### src/verilog/wake_cfg_consts.svh
// constants for the wake configuration, mask and temperature alert bank
`ifndef WAKE_CFG_CONSTS_SVH
`define WAKE_CFG_CONSTS_SVH

// ********
// register offsets
// ********
`define ADDR_WAKE_CONFIGURATION      8'h08
`define ADDR_INTERRUPT_MASK          8'h09
`define ADDR_TEMPERATURE_INTEGER     8'h0A
`define ADDR_TEMPERATURE_FRACTION    8'h0B
`define ADDR_TEMPERATURE_UPPER_LIMIT 8'h0C
`define ADDR_TEMPERATURE_LOWER_LIMIT 8'h0D
`define ADDR_UPPER_LIMIT_HYSTERESIS  8'h0E

// ********
// field positions
// ********
`define CFG_WAKE_CRIT_BIT   7
`define CFG_EVT_DIS_BIT     6
`define CFG_WAKE_SUPER_BIT  5
`define CFG_NET_PD_BIT      4
`define CFG_DELAY_MSB       2
`define MASK_LIN_BIT        6
`define MASK_SWITCH_BIT     4
`define MASK_STATUS_BIT     3
`define MASK_NET_BIT        2
`define MASK_THERMAL_BIT    1
`define MASK_SUPPLY_BIT     0
`define MASK_USED           8'h5F
`define FRACTION_LSB        5

// ********
// reset values
// ********
`define CFG_EVT_DIS_RESET    1'b1
`define CFG_WAKE_SUPER_RESET 1'b1
`define CFG_NET_PD_RESET     1'b0
`define CFG_DELAY_RESET      3'h7
`define MASK_RESET           8'h5F
`define UPPER_LIMIT_RESET    7'h55
`define LOWER_LIMIT_RESET    8'h00
`define BAND_WIDTH_RESET     5'h05
`define TEMPERATURE_RESET    11'h000

// ********
// timing
// ********
`define CLK_PERIOD_NS   50
`define TICK_TIME_NS    100000
`define TICK_CYCLES     (`TICK_TIME_NS / `CLK_PERIOD_NS)
`define NET_DELAY_US_0  1200
`define NET_DELAY_US_1  2000
`define NET_DELAY_US_2  3000
`define NET_DELAY_US_3  4000
`define NET_DELAY_US_4  5000
`define NET_DELAY_US_5  6000
`define NET_DELAY_US_6  8000
`define NET_DELAY_US_7  10000
`define US_TO_TICKS(us) (((us) * 1000) / `TICK_TIME_NS)

`endif

### src/verilog/wake_cfg_pkg.sv
// types shared by the wake configuration bank and its reset release timer
package wake_cfg_pkg;

    // ********
    // check and release states
    // ********
    typedef enum logic [0:0] {
        HI_WATCH_RISE = 1'b0,
        HI_WATCH_FALL = 1'b1
    } high_check_e;

    typedef enum logic [0:0] {
        LO_WATCH_FALL = 1'b0,
        LO_WATCH_RISE = 1'b1
    } low_check_e;

    typedef enum logic [1:0] {
        REL_HOLD  = 2'b00,
        REL_COUNT = 2'b01,
        REL_DONE  = 2'b11
    } release_e;

    // ********
    // module state
    // ********
    typedef struct packed {
        logic        wake_in_critical_region;
        logic        supply_event_disable;
        logic        wake_in_super_region;
        logic        net_detector_powerdown;
        logic [2:0]  net_wake_reset_delay;
        logic        strap_taken;
        logic [7:0]  mask;
        logic [10:0] temperature;
        logic [6:0]  upper_degree_limit;
        logic [7:0]  lower_degree_limit;
        logic [4:0]  upper_band_width;
        high_check_e high_check;
        low_check_e  low_check;
        logic [3:0]  prev_activity;
        logic [2:0]  prev_supply;
        logic        prev_sleep;
        logic [7:0]  flags;
        logic        power_applied_flag;
        logic        int_n;
        logic        wake_permit;
        logic [7:0]  rdata;
        logic [6:0]  delay_ticks;
    } bank_state_s;

    typedef struct packed {
        release_e    phase;
        logic [15:0] div;
        logic [6:0]  ticks;
        logic [6:0]  target;
        logic        release_n;
    } timer_state_s;

endpackage : wake_cfg_pkg

### src/verilog/reset_release_timer.sv
// reset output generator: low while supply is bad, then low for a tick count
`include "wake_cfg_consts.svh"

module reset_release_timer #(
    parameter logic [15:0] TICK_CYCLES = 16'(`TICK_CYCLES)
) (
    input  wire logic       sys_clk_i,
    input  wire logic       rst_n_i,
    input  wire logic       supply_good_i,
    input  wire logic [6:0] delay_ticks_i,
    output logic            reset_out_n_o
);

    wake_cfg_pkg::timer_state_s st;
    wake_cfg_pkg::timer_state_s next_st;

    // ********
    // release sequence
    // ********
    always_comb begin
        next_st = st;
        if (!supply_good_i) begin
            next_st.phase     = wake_cfg_pkg::REL_HOLD;
            next_st.release_n = 1'b0;
            next_st.div       = 16'h0000;
            next_st.ticks     = 7'h00;
        end else begin
            case (st.phase)
                wake_cfg_pkg::REL_HOLD: begin
                    // delay latched once so a late cause change cannot stretch it
                    next_st.phase  = wake_cfg_pkg::REL_COUNT;
                    next_st.target = delay_ticks_i;
                end
                wake_cfg_pkg::REL_COUNT: begin
                    if (st.div == TICK_CYCLES - 16'h0001) begin
                        next_st.div   = 16'h0000;
                        next_st.ticks = st.ticks + 7'h01;
                        if (st.ticks + 7'h01 >= st.target) begin
                            next_st.phase     = wake_cfg_pkg::REL_DONE;
                            next_st.release_n = 1'b1;
                        end
                    end else begin
                        next_st.div = st.div + 16'h0001;
                    end
                end
                wake_cfg_pkg::REL_DONE: begin
                    next_st.release_n = 1'b1;
                end
                default: begin
                    next_st.phase = wake_cfg_pkg::REL_HOLD;
                end
            endcase
        end
    end

    always_ff @(posedge sys_clk_i or negedge rst_n_i) begin
        if (!rst_n_i) begin
            st <= '{phase: wake_cfg_pkg::REL_HOLD, div: 16'h0000, ticks: 7'h00,
                    target: 7'h00, release_n: 1'b0};
        end else begin
            st <= next_st;
        end
    end

    assign reset_out_n_o = st.release_n;

endmodule : reset_release_timer

### src/verilog/wake_config_mask_temp_alert.sv
// wake configuration, interrupt mask, temperature readout and alert bank
// Functional notes
// - wake-critical bit starts from strap level
// - bit clear: wake allowed in critical region
// - bit set: no wake in critical region
// - supply events counted only when enabled
// - super bit clear blocks wake above threshold
// - powerdown bit switches off network detector
// - reset low while supply bad, then delay
// - network delay codes 1.2 to 10 ms
// - network delay only for network wake cause
// - mask gates interrupt, never the flag
// - mask bit layout, used bits reset one
// - activity flags set on any status change
// - voltage flag set on any supply state change
// - temperature 11-bit, integer and fraction registers
// - upper limit 7 bits, alert rising above
// - alert again below limit minus hysteresis
// - upper falling check armed after rising alert
// - lower limit signed, alert below then above
// - lower rising check armed after falling alert
// - unmasked thermal alert asserts interrupt pin
// - hysteresis five bits, default five degrees
`include "wake_cfg_consts.svh"

module wake_config_mask_temp_alert #(
    parameter logic [15:0] TICK_CYCLES = 16'(`TICK_CYCLES)
) (
    input  wire logic        sys_clk_i,
    input  wire logic        rst_n_i,
    input  wire logic [7:0]  reg_addr_i,
    input  wire logic        reg_wr_i,
    input  wire logic [7:0]  reg_wdata_i,
    input  wire logic        reg_rd_i,
    output logic      [7:0]  reg_rdata_o,
    input  wire logic        wake_level_strap_i,
    input  wire logic        sleep_i,
    input  wire logic        over_supply_state_i,
    input  wire logic        critical_supply_state_i,
    input  wire logic        under_supply_state_i,
    input  wire logic        supply_event_i,
    input  wire logic        lin_active_i,
    input  wire logic        switch_active_i,
    input  wire logic        status_active_i,
    input  wire logic        net_active_i,
    input  wire logic [7:0]  flag_clear_i,
    input  wire logic        power_applied_clear_i,
    input  wire logic [10:0] temp_sample_i,
    input  wire logic        temp_valid_i,
    input  wire logic        peripheral_supply_good_i,
    input  wire logic        net_activity_cause_i,
    input  wire logic [6:0]  gen_delay_ticks_i,
    output logic             wake_permit_o,
    output logic             supply_event_disable_o,
    output logic             net_detector_powerdown_o,
    output logic      [7:0]  event_flags_o,
    output logic             power_applied_flag_o,
    output logic             int_n_o,
    output logic             reset_out_n_o
);

    wake_cfg_pkg::bank_state_s st;
    wake_cfg_pkg::bank_state_s next_st;

    // ********
    // network wake delay table, in divider ticks
    // ********
    function automatic logic [6:0] net_delay_ticks(input logic [2:0] code);
        logic [6:0] t;
        case (code)
            3'h0:    t = 7'(`US_TO_TICKS(`NET_DELAY_US_0));
            3'h1:    t = 7'(`US_TO_TICKS(`NET_DELAY_US_1));
            3'h2:    t = 7'(`US_TO_TICKS(`NET_DELAY_US_2));
            3'h3:    t = 7'(`US_TO_TICKS(`NET_DELAY_US_3));
            3'h4:    t = 7'(`US_TO_TICKS(`NET_DELAY_US_4));
            3'h5:    t = 7'(`US_TO_TICKS(`NET_DELAY_US_5));
            3'h6:    t = 7'(`US_TO_TICKS(`NET_DELAY_US_6));
            default: t = 7'(`US_TO_TICKS(`NET_DELAY_US_7));
        endcase
        return t;
    endfunction : net_delay_ticks

    // ********
    // temperature levels in eighths of a degree
    // ********
    logic signed [11:0] temp_now;
    logic signed [11:0] upper_level;
    logic signed [11:0] upper_fall_level;
    logic signed [11:0] lower_level;
    logic signed [8:0]  fall_degrees;

    always_comb begin
        temp_now         = {st.temperature[10], st.temperature};
        upper_level      = {2'b00, st.upper_degree_limit, 3'b000};
        // limit minus band can go below zero, so keep the sign
        fall_degrees     = $signed({2'b00, st.upper_degree_limit})
                         - $signed({4'b0000, st.upper_band_width});
        lower_level      = {st.lower_degree_limit[7], st.lower_degree_limit, 3'b000};
        upper_fall_level = {fall_degrees, 3'b000};
    end

    // ********
    // next state
    // ********
    logic       wr_cfg;
    logic       wr_mask;
    logic       wr_upper;
    logic       wr_lower;
    logic       wr_band;
    logic       sleep_exit;
    logic       thermal_set;
    logic [7:0] set_flags;
    logic [3:0] activity_now;
    logic [2:0] supply_now;

    always_comb begin
        next_st      = st;
        wr_cfg       = reg_wr_i && (reg_addr_i == `ADDR_WAKE_CONFIGURATION);
        wr_mask      = reg_wr_i && (reg_addr_i == `ADDR_INTERRUPT_MASK);
        wr_upper     = reg_wr_i && (reg_addr_i == `ADDR_TEMPERATURE_UPPER_LIMIT);
        wr_lower     = reg_wr_i && (reg_addr_i == `ADDR_TEMPERATURE_LOWER_LIMIT);
        wr_band      = reg_wr_i && (reg_addr_i == `ADDR_UPPER_LIMIT_HYSTERESIS);
        sleep_exit   = st.prev_sleep && !sleep_i;
        thermal_set  = 1'b0;
        set_flags    = 8'h00;
        activity_now = {lin_active_i, switch_active_i, status_active_i, net_active_i};
        supply_now   = {over_supply_state_i, critical_supply_state_i, under_supply_state_i};

        // strap caught on the first edge after reset release
        if (!st.strap_taken) begin
            next_st.strap_taken             = 1'b1;
            next_st.wake_in_critical_region = wake_level_strap_i;
        end

        if (wr_cfg) begin
            next_st.wake_in_critical_region = reg_wdata_i[`CFG_WAKE_CRIT_BIT];
            next_st.supply_event_disable    = reg_wdata_i[`CFG_EVT_DIS_BIT];
            next_st.wake_in_super_region    = reg_wdata_i[`CFG_WAKE_SUPER_BIT];
            next_st.net_detector_powerdown  = reg_wdata_i[`CFG_NET_PD_BIT];
            next_st.net_wake_reset_delay    = reg_wdata_i[`CFG_DELAY_MSB:0];
        end
        if (wr_mask) begin
            next_st.mask = reg_wdata_i & `MASK_USED;
        end
        if (wr_upper) begin
            next_st.upper_degree_limit = reg_wdata_i[6:0];
        end
        if (wr_lower) begin
            next_st.lower_degree_limit = reg_wdata_i;
        end
        if (wr_band) begin
            next_st.upper_band_width = reg_wdata_i[4:0];
        end
        if (temp_valid_i) begin
            next_st.temperature = temp_sample_i;
        end

        // upper limit: rising check first, falling armed by a rising alert
        if (sleep_exit || wr_upper) begin
            next_st.high_check = wake_cfg_pkg::HI_WATCH_RISE;
        end else begin
            case (st.high_check)
                wake_cfg_pkg::HI_WATCH_RISE: begin
                    if (temp_now > upper_level) begin
                        thermal_set        = 1'b1;
                        next_st.high_check = wake_cfg_pkg::HI_WATCH_FALL;
                    end
                end
                wake_cfg_pkg::HI_WATCH_FALL: begin
                    if (temp_now < upper_fall_level) begin
                        thermal_set        = 1'b1;
                        next_st.high_check = wake_cfg_pkg::HI_WATCH_RISE;
                    end
                end
                default: begin
                    next_st.high_check = wake_cfg_pkg::HI_WATCH_RISE;
                end
            endcase
        end

        // lower limit: falling check first, rising armed by a falling alert
        if (sleep_exit || wr_lower) begin
            next_st.low_check = wake_cfg_pkg::LO_WATCH_FALL;
        end else begin
            case (st.low_check)
                wake_cfg_pkg::LO_WATCH_FALL: begin
                    if (temp_now < lower_level) begin
                        thermal_set       = 1'b1;
                        next_st.low_check = wake_cfg_pkg::LO_WATCH_RISE;
                    end
                end
                wake_cfg_pkg::LO_WATCH_RISE: begin
                    if (temp_now > lower_level) begin
                        thermal_set       = 1'b1;
                        next_st.low_check = wake_cfg_pkg::LO_WATCH_FALL;
                    end
                end
                default: begin
                    next_st.low_check = wake_cfg_pkg::LO_WATCH_FALL;
                end
            endcase
        end

        // change detectors stay quiet until the first sample is held
        next_st.prev_activity = activity_now;
        next_st.prev_supply   = supply_now;
        next_st.prev_sleep    = sleep_i;
        if (st.strap_taken) begin
            set_flags[`MASK_LIN_BIT]    = activity_now[3] ^ st.prev_activity[3];
            set_flags[`MASK_SWITCH_BIT] = activity_now[2] ^ st.prev_activity[2];
            set_flags[`MASK_STATUS_BIT] = activity_now[1] ^ st.prev_activity[1];
            set_flags[`MASK_NET_BIT]    = activity_now[0] ^ st.prev_activity[0];
            set_flags[`MASK_SUPPLY_BIT] = |(supply_now ^ st.prev_supply);
        end
        set_flags[`MASK_THERMAL_BIT] = thermal_set;

        // a set arriving with its clear wins; mask never touches the flags
        next_st.flags = ((st.flags & ~flag_clear_i) | set_flags) & `MASK_USED;
        next_st.power_applied_flag = (st.power_applied_flag & ~power_applied_clear_i)
                                   | (supply_event_i & ~st.supply_event_disable);

        next_st.int_n = ~|(next_st.flags & ~next_st.mask);

        // allowed wakeup window
        next_st.wake_permit = !under_supply_state_i
                           && !(st.wake_in_critical_region && critical_supply_state_i)
                           && !(!st.wake_in_super_region && over_supply_state_i);

        next_st.delay_ticks = net_activity_cause_i
                            ? net_delay_ticks(st.net_wake_reset_delay)
                            : gen_delay_ticks_i;

        // register read data
        if (reg_rd_i) begin
            case (reg_addr_i)
                `ADDR_WAKE_CONFIGURATION: begin
                    next_st.rdata = {st.wake_in_critical_region, st.supply_event_disable,
                                     st.wake_in_super_region, st.net_detector_powerdown,
                                     1'b0, st.net_wake_reset_delay};
                end
                `ADDR_INTERRUPT_MASK:          next_st.rdata = st.mask;
                `ADDR_TEMPERATURE_INTEGER:     next_st.rdata = st.temperature[10:3];
                `ADDR_TEMPERATURE_FRACTION: begin
                    next_st.rdata = {st.temperature[2:0], 5'h00};
                end
                `ADDR_TEMPERATURE_UPPER_LIMIT: next_st.rdata = {1'b0, st.upper_degree_limit};
                `ADDR_TEMPERATURE_LOWER_LIMIT: next_st.rdata = st.lower_degree_limit;
                `ADDR_UPPER_LIMIT_HYSTERESIS:  next_st.rdata = {3'h0, st.upper_band_width};
                default:                       next_st.rdata = 8'h00;
            endcase
        end
    end

    // ********
    // state register
    // ********
    always_ff @(posedge sys_clk_i or negedge rst_n_i) begin
        if (!rst_n_i) begin
            st.wake_in_critical_region <= 1'b0;
            st.supply_event_disable    <= `CFG_EVT_DIS_RESET;
            st.wake_in_super_region    <= `CFG_WAKE_SUPER_RESET;
            st.net_detector_powerdown  <= `CFG_NET_PD_RESET;
            st.net_wake_reset_delay    <= `CFG_DELAY_RESET;
            st.strap_taken             <= 1'b0;
            st.mask                    <= `MASK_RESET;
            st.temperature             <= `TEMPERATURE_RESET;
            st.upper_degree_limit      <= `UPPER_LIMIT_RESET;
            st.lower_degree_limit      <= `LOWER_LIMIT_RESET;
            st.upper_band_width        <= `BAND_WIDTH_RESET;
            st.high_check              <= wake_cfg_pkg::HI_WATCH_RISE;
            st.low_check               <= wake_cfg_pkg::LO_WATCH_FALL;
            st.prev_activity           <= 4'h0;
            st.prev_supply             <= 3'h0;
            st.prev_sleep              <= 1'b0;
            st.flags                   <= 8'h00;
            st.power_applied_flag      <= 1'b1;
            st.int_n                   <= 1'b1;
            st.wake_permit             <= 1'b0;
            st.rdata                   <= 8'h00;
            st.delay_ticks             <= 7'h00;
        end else begin
            st <= next_st;
        end
    end

    // ********
    // reset output generator
    // ********
    reset_release_timer #(
        .TICK_CYCLES (TICK_CYCLES)
    ) u_release (
        .sys_clk_i     (sys_clk_i),
        .rst_n_i       (rst_n_i),
        .supply_good_i (peripheral_supply_good_i),
        .delay_ticks_i (st.delay_ticks),
        .reset_out_n_o (reset_out_n_o)
    );

    assign reg_rdata_o              = st.rdata;
    assign wake_permit_o            = st.wake_permit;
    assign supply_event_disable_o   = st.supply_event_disable;
    assign net_detector_powerdown_o = st.net_detector_powerdown;
    assign event_flags_o            = st.flags;
    assign power_applied_flag_o     = st.power_applied_flag;
    assign int_n_o                  = st.int_n;

endmodule : wake_config_mask_temp_alert

### config.mk
export PLATFORM = sky130hd
export DESIGN_NAME = wake_config_mask_temp_alert
export DESIGN_NICKNAME = d
export VERILOG_FILES = /design/src/verilog/wake_cfg_pkg.sv /design/src/verilog/reset_release_timer.sv /design/src/verilog/wake_config_mask_temp_alert.sv
export VERILOG_INCLUDE_DIRS = /design/src /design/src/verilog
export SDC_FILE = /design/constraint.sdc
export NUM_CORES = 1
export LEC_CHECK = 0
export BUFFER_PORTS_ARGS = -buffer_cell sky130_fd_sc_hd__buf_2
export CORE_MARGIN = 4
export CORE_UTILIZATION = 45
export DETAILED_ROUTE_END_ITERATION = 10
export PLACE_DENSITY = 0.67
export SLEW_MARGIN = 40
export SYNTH_ARGS = -nofsm -noshare
export SYNTH_HDL_FRONTEND = slang
export SYNTH_SLANG_ARGS = --single-unit
### constraint.sdc
create_clock -name sys_clk_i -period 3.6 [get_ports sys_clk_i]
set_input_delay 0.36 -clock sys_clk_i [delete_from_list [all_inputs] [get_ports sys_clk_i]]
set_output_delay 0.36 -clock sys_clk_i [all_outputs]
set_load 0.02 [all_outputs]
==> qor.yml, run 1 <==
status:
  status: "completed"
critical_path:
  crit_chain: "ha_1, inv_1, fa_1, a21oi_1, o21bai_1, a211oi_1, xnor2_1, ha_1, nand4_1, a211oi_2, o31a_1, nor2_1, a211o_1, a21oi_1"
  slowest_stage: "dfstp_2"
  r2r_end: "int_n_o"
  setup.worst_path.class: "flop to flop"
  worstRegToRegCells: 14
  cp-end-kind: "flop"
  crit_family: "compound AO/OA/AOI/OAI gates"
  cp.arrival_ps: 3670
  cpPeakStageDelay_ps: 540
  startpoint_type: "flop"
  crit_path_max_fanout: 3
  timing.rr.start: "st[36]"
  rrSetupSlack_ps: 270
  worst-path-buf-inv: 1
  cp.depth: 14
  worstPathRequired_ps: 3930
finish:
  fin_nets: 776
  regArea_sq_mm: 0.00288
  area_delta_synth_final_pct: 18.9
  utilization: 0.553
  final_cell_area_sq_mm: 0.00741
  diodes: 0
  multi_input_area_sq_mm: 0.00295
  final.fill_count: 1206
  final_layout_size_suffix_gt1_frac: 0.260
clock_network:
  cts_root_buf: "clkbuf_16"
  postCtsSetupBuffers: 0
  cts_made_buffers: 17
  cts.clk_slew.worst_paths_ps: 50
  h-tree-depth: 4
  ctsLongestPathBuffers: 2
  clock_latency_ps: 410
  cts_tree: "yes"
  cts_sinks: 114
timing:
  holdWs_ps: 75.2
  period_needed_ps: 3330
  fin_worst_skew_ps: 10.9
  max_freq_ghz: 0.300
  slew_headroom: 0.618
  hold_viol: 0
  finalCritPeriodShare: 0.926
  setup_viol: 0
  slew_viol_final: 0
  worstMarginPinSlew_ps: 570
place:
  placed_cell_area_sq_mm: 0.00667
  place.gp.congestion: 0.846
  portBuffers: 77
  dpl.hpwl_um: 10800
pwr:
  ir_drop_v: 0.000351
  pwr_density_cell_mw_per_mm2: 519
  p_total_mw: 3.85
  p_leak_nw: 3.51
synth:
  synthesis.area_sq_mm: 0.00623
  synth_commonest_cells: "dfrtp_1 (95), inv_1 (58), o21ai_0 (50)"
  synth_warnings: 0
  synthesis.instances: 613
  async_flop_share: 1.00
  synth_most_common_cell: "dfrtp_1"
  synth_top_area_frac: 0.381
  ys_types: 61
  synthTopCellsByArea: "dfrtp_1 (38%), dfstp_2 (8.0%), ha_1 (7.2%)"
  synth_ff_type: "dfrtp_1"
  ys_ff_latch: 114
  synth_largest_area_cell: "dfrtp_1"
  synth_edf_count: 0
  syn_avg_cell_area_sq_um: 10.2
  synth-seq-area-share: 0.461
global_routing:
  grt_pass1_wl_um: 25200
  grt_pass1_vias: 5083
  grt_max_degree: 60
  antenna_found_initial: 0
  globalRouteTotalUtil: 0.198
  grt_overflow: 0
worst_hold_path:
  holdPathStages: 1
  hold_path_class: "primary input to flop"
  min-delay-start: "sleep_i"
  hold_end: "st[26]"
die:
  die_area_sq_mm: 0.0158
  std_cell_rows: 42
  io_pins: 82
  die_h_um: 126
  initial_utilization: 0.465
  die_w_um: 126
  core_area_sq_mm: 0.0134
routing:
  drt_iter0_drc: 286
  wl_per_cell_um: 17.3
  drc: 0
  ant_nets: 0
  viasPerCell: 5.52
  vias: 4790
  dr.pass1.iters: 5
  drt_wl_total_um: 15000
job:
  maxCapViolations: 0
## logic make-up (layout without fill, tap and decap cells)
| group | after synthesis | count (layout) | share of synthesized area |
|---|---|---|---|
| AO/OA/AOI/OAI | 138 | 138 | 0.136 |
| XOR/XNOR | 22 | 22 | 0.0309 |
| adder cells (fa/ha/maj) | 37 | 37 | 0.0755 |
| buffers and inverters | 94 | 172 | 0.0692 |
| flip-flops | 114 | 114 | 0.461 |
| multiplexers | 54 | 54 | 0.100 |
| other | 2 | 3 | 0.00120 |
| AND/OR/NAND/NOR | 152 | 152 | 0.125 |
## power by group
group / total [mW] / switching [mW] / internal, mW
Sequential: 1.43 / 0.0649 / 1.36
Combinational: 0.430 / 0.242 / 0.187
Clock: 1.99 / 0.572 / 1.42
Total: 3.85 / 0.880 / 2.97
## cells in the final DEF, fill, tap and decap left out, types with 4 or more instances in the layout
cell,count
buf_2,76
nand3_1,20
and2_1,7
or3_1,6
dfstp_2,19
bufinv_16,7
clkbuf_16,17
o31ai_1,4
clkinv_2,4
inv_1,58
a211oi_1,5
ha_1,36
nand2b_1,12
a21oi_1,29
a21boi_1,4
mux2_2,38
mux2i_1,13
nor2_1,21
xor2_1,9
o32ai_1,4
o21ai_0,48
nand2_1,44
and3_1,9
dfrtp_1,95
nand4_1,7
o22ai_1,9
nor2b_1,8
a21o_1,4
a221oi_1,5
xnor2_1,13
## how the worst max path moves through the flow
stage	start	to	slack, ps
finish	st[36]	int_n_o	270
global route	st[38]	int_n_o	-4
CTS	st[37]	int_n_o	120
detailed placement	st[37]	int_n_o	120
global placement	st[37]	int_n_o	320
floorplan	st[36]	int_n_o	580
## registers in the layout, summed over array words and instances, names as in the netlist
| register | cells |
|---|---|
| st | 54 |
| int_n_o | 1 |
| wake_permit_o | 1 |
| net_detector_powerdown_o | 1 |
| power_applied_flag_o | 1 |
| u_release.reset_out_n_o | 1 |
| reg_rdata_o | 8 |
| lower_level | 8 |
| event_flags_o | 6 |
| supply_event_disable_o | 1 |
| u_release.st | 32 |
## stage by stage
| step | TNS (ps) | cells | setup slack, ps |
|---|---|---|---|
| 6_report | 0 | 868 | 266 |
| 5_1_grt | -3.57 | 868 | -3.57 |
| 4_1_cts | 0 | 866 | 115 |
| 3_5_place_dp | 0 | 834 | 119 |
| 3_3_place_gp | 0 | 834 | 320 |
| 2_1_floorplan | 0 | 614 | 581 |
## what timing repair did
| action | 4_1_cts | 5_1_grt |
|---|---|---|
| endpoints found under the setup margin | 0 | 3 |
| hold endpoints to repair | 0 | 22 |
| resized for setup | 0 | 7 |
| hold buffers | 0 | 1 |
## final cells by class
cell class | instances | share of cell area
Clock buffer | 21 | 0.0634
Clock inverter | 11 | 0.0310
Inverter | 58 | 0.0294
Multi-Input combinational cell | 406 | 0.397
Sequential cell | 114 | 0.388
Tap cell | 176 | 0.0297
Timing Repair Buffer | 82 | 0.0611
## metal layers
layer	global-route usage	vias to the layer above	share of wire
li1	-	2276	-
met1	0.251	2343	0.44
met2	0.331	147	0.49
met3	0.0529	24	0.047
met4	0.0651	0	0.022
met5	0	-	0
Note: power is estimated with default switching activity, not from simulation.
==> inputs of run 2 (changes only) <==
--- a/config.mk
+++ b/config.mk
@@ -10,7 +10,8 @@
 export CORE_MARGIN = 4
 export CORE_UTILIZATION = 45
 export DETAILED_ROUTE_END_ITERATION = 10
-export PLACE_DENSITY = 0.67
+export PLACE_DENSITY = 0.69
+export RECOVER_POWER = 100
 export SLEW_MARGIN = 40
 export SYNTH_ARGS = -nofsm -noshare
 export SYNTH_HDL_FRONTEND = slang
==> constraint.sdc (replaced) <==
create_clock -name sys_clk_i -period 3 [get_ports sys_clk_i]
set_input_delay 0.3 -clock sys_clk_i [delete_from_list [all_inputs] [get_ports sys_clk_i]]
set_output_delay 0.3 -clock sys_clk_i [all_outputs]
set_load 0.02 [all_outputs]
==> run 2 against run 1 <==
The run now ends with max-capacitance violations, max-slew violations, negative setup slack left. Clock power grew 12%. Sequential share of layout area decreased by 0.36 points. Via count is 1.9% higher. Final cell count is 2.4% higher. Critical path type unchanged. Largest power group unchanged.
==> qor.yml, run 2 (same netlist as run 1, synthesis figures left out) <==
timing:
  worst_slack_ps: -78.8  # -345 ps
  hold_viol: 0  # unchanged
  setup_viol: 2  # +2
  slew_viol_final: 64  # +64
  slew_headroom: -0.0140  # -0.633
  max_freq_ghz: 0.325  # +8.3%
  rsz0062_at_grt: "true"
  fin_worst_skew_ps: 7.24  # -3.67 ps
  worstMarginPinSlew_ps: 1520  # +951 ps
  finalCritPeriodShare: 1.03  # +0.100
  period_needed_ps: 3080  # -255 ps
  tns_ps: -83.8  # -83.8 ps
routing:
  ant_nets: 0  # unchanged
  drc: 0  # unchanged
  vias: 4882  # +1.9%
  dr.pass1.iters: 5  # unchanged
  viasPerCell: 5.49  # -0.49%
  drt_iter0_drc: 399  # +40%
  drt_wl_total_um: 15300  # +2.0%
  wl_per_cell_um: 17.2  # -0.43%
finish:
  final_cell_mix: "dfrtp_1 (95), inv_1 (55), o21ai_0 (50), nand2_1 (45), buf_2 (45)"
  area_delta_synth_final_pct: 20.1
  utilization: 0.559  # +0.00523
  top_regs: "st x54, u_release.st x32"
  multi_input_area_sq_mm: 0.00298  # +1.3%
  largest-register: "st"
  final_layout_size_suffix_gt1_frac: 0.243  # -0.0175
  largest_reg_flops: 54  # unchanged
  fin_nets: 797  # +2.7%
  final_common_cell: "dfrtp_1"
  regArea_sq_mm: 0.00288  # unchanged
  final.fill_count: 1189  # -1.4%
  diodes: 0  # unchanged
place:
  portBuffers: 77  # unchanged
  dpl.hpwl_um: 11000  # +1.5%
  place_ws_ps: -273  # -393 ps
  place.gp.congestion: 0.904  # +6.8%
worst_hold_path:
  hold_path_class: "primary input to flop"
critical_path:
  slowest_stage: "dfstp_2"
  crit_top_cell: "buf_4"
  crit_chain: "inv_1, ha_1, o21ai_2, buf_4, buf_4, buf_4, buf_4, buf_4, buf_4, nand3_1, nand2b_1, ha_1, a211oi_1, a211oi_2, o31a_1, nor2_1, a211o_1, a21oi_2"
  worst-path-buf-inv: 7  # +6
  cpPeakStageDelay_ps: 520  # -20 ps
  crit_path_max_fanout: 2  # -1
  cp-end-kind: "flop"
  setup.worst_path.class: "flop to flop"
  worstPathRequired_ps: 3330  # -600 ps
  crit_family: "compound AO/OA/AOI/OAI gates"
  startpoint_type: "flop"
  cp.arrival_ps: 3410  # -260 ps
die:
  die_w_um: 126  # unchanged
  die_h_um: 126  # unchanged
  io_pins: 82  # unchanged
  initial_utilization: 0.465  # unchanged
  std_cell_rows: 42  # unchanged
  die_area_sq_mm: 0.0158  # unchanged
  core_area_sq_mm: 0.0134  # unchanged
global_routing:
  grt_max_degree: 64  # +6.7%
  grt_pass1_vias: 5110  # +0.53%
  grt_overflow: 0  # unchanged
  globalRouteTotalUtil: 0.198  # about the same
  grt_pass1_wl_um: 25000  # -0.69%
  antenna_found_initial: 0  # unchanged
clock_network:
  cts_made_buffers: 17  # unchanged
  ctsLongestPathBuffers: 2  # unchanged
  clock_latency_ps: 410  # about the same
  cts_root_buf: "clkbuf_16"
  cts_sinks: 114  # unchanged
  cts_tree: "yes"
  cts.clk_slew.worst_paths_ps: 50  # about the same
  h-tree-depth: 4  # unchanged
pwr:
  pwr-share-clk: 0.498  # -0.019
  p_leak_nw: 3.46  # -1.6%
  p_sw_frac: 0.236  # +0.00732
  pwr_density_cell_mw_per_mm2: 599  # +15%
  p_seq_frac: 0.382  # +0.011
  p_switching_mw: 1.06  # +20%
  ir_drop_v: 0.000478  # +36%
  comb_power_share: 0.120  # +0.008
  p_int_mw: 3.42  # +15%
status:
  status: "finished, violations left"
  failed_checks: "max-capacitance violations, max-slew violations, negative setup slack"
job:
  maxCapViolations: 1  # +1
## run 2: cell types whose count changed in the layout (fill, tap and decap cells not counted), sizes merged
cell      previous run  this run
buf                 81        64
clkbuf              21        60
bufinv               7         5
clkinvlp             0         1
## run 2: worst paths after layout
check | from | endpoint | slack [ps] | cells past startpoint
worst max-delay path | st[38] | int_n_o | -80 | 18
min in group asynchronous | rst_n_i | u_release.st[1] | 830 | 2
worst min register to register | st[5] | u_release.st[6] | 460 | 2
max in group asynchronous | rst_n_i | st[50] | 600 | 3
worst min-delay path | switch_active_i | st[32] | 30 | 1
worst max register to register | st[38] | int_n_o | -80 | 18
## run 2: power groups by stage
| stage | Combinational, mW | Clock, mW | Sequential [mW] |
|---|---|---|---|
| final | 0.537 | 2.23 | 1.71 |
| after detailed placement | 0.517 | 0 | 1.74 |
| after global placement | 0.495 | 0 | 1.73 |
| after global routing | 0.606 | 2.35 | 1.72 |
| after floorplan | 0.347 | 0 | 1.71 |
| after CTS | 0.543 | 2.27 | 1.71 |
## run 2: repair_timing
item                                    in CTS  in global routing
hold endpoints to repair                     0                 56
buffers inserted                             8                  1
endpoints found under the setup margin       2                  3
pin swaps                                   10                 10
resized for setup                            9                 10
hold buffers                                 0                  1
## run 2: area by class of cell
type | instances | share of cell area
Multi-Input combinational cell | 406 | 0.399
Sequential cell | 114 | 0.384
Timing Repair Buffer | 103 | 0.0700
Clock buffer | 22 | 0.0647
Tap cell | 176 | 0.0294
Inverter | 58 | 0.0291
Clock inverter | 10 | 0.0237
## run 2: layer usage
metal  up-vias  wire [um]  GRT usage
li1       2313          -          -
met1      2376       6370      0.246
met2       167       7620      0.334
met3        26        953     0.0521
met4         0        324     0.0727
met5         -          0          0
## run 2: through the flow
stage	instance area, sq um	std cells	power [mW]	hold WS, ps
final	7480	889	4.48	28.3
after global routing	7480	889	4.68	14.0
after CTS	7520	887	4.52	6.16
after detailed placement	6770	847	2.25	435
after global placement	6770	847	2.23	429
after floorplan	6250	614	2.05	4.41
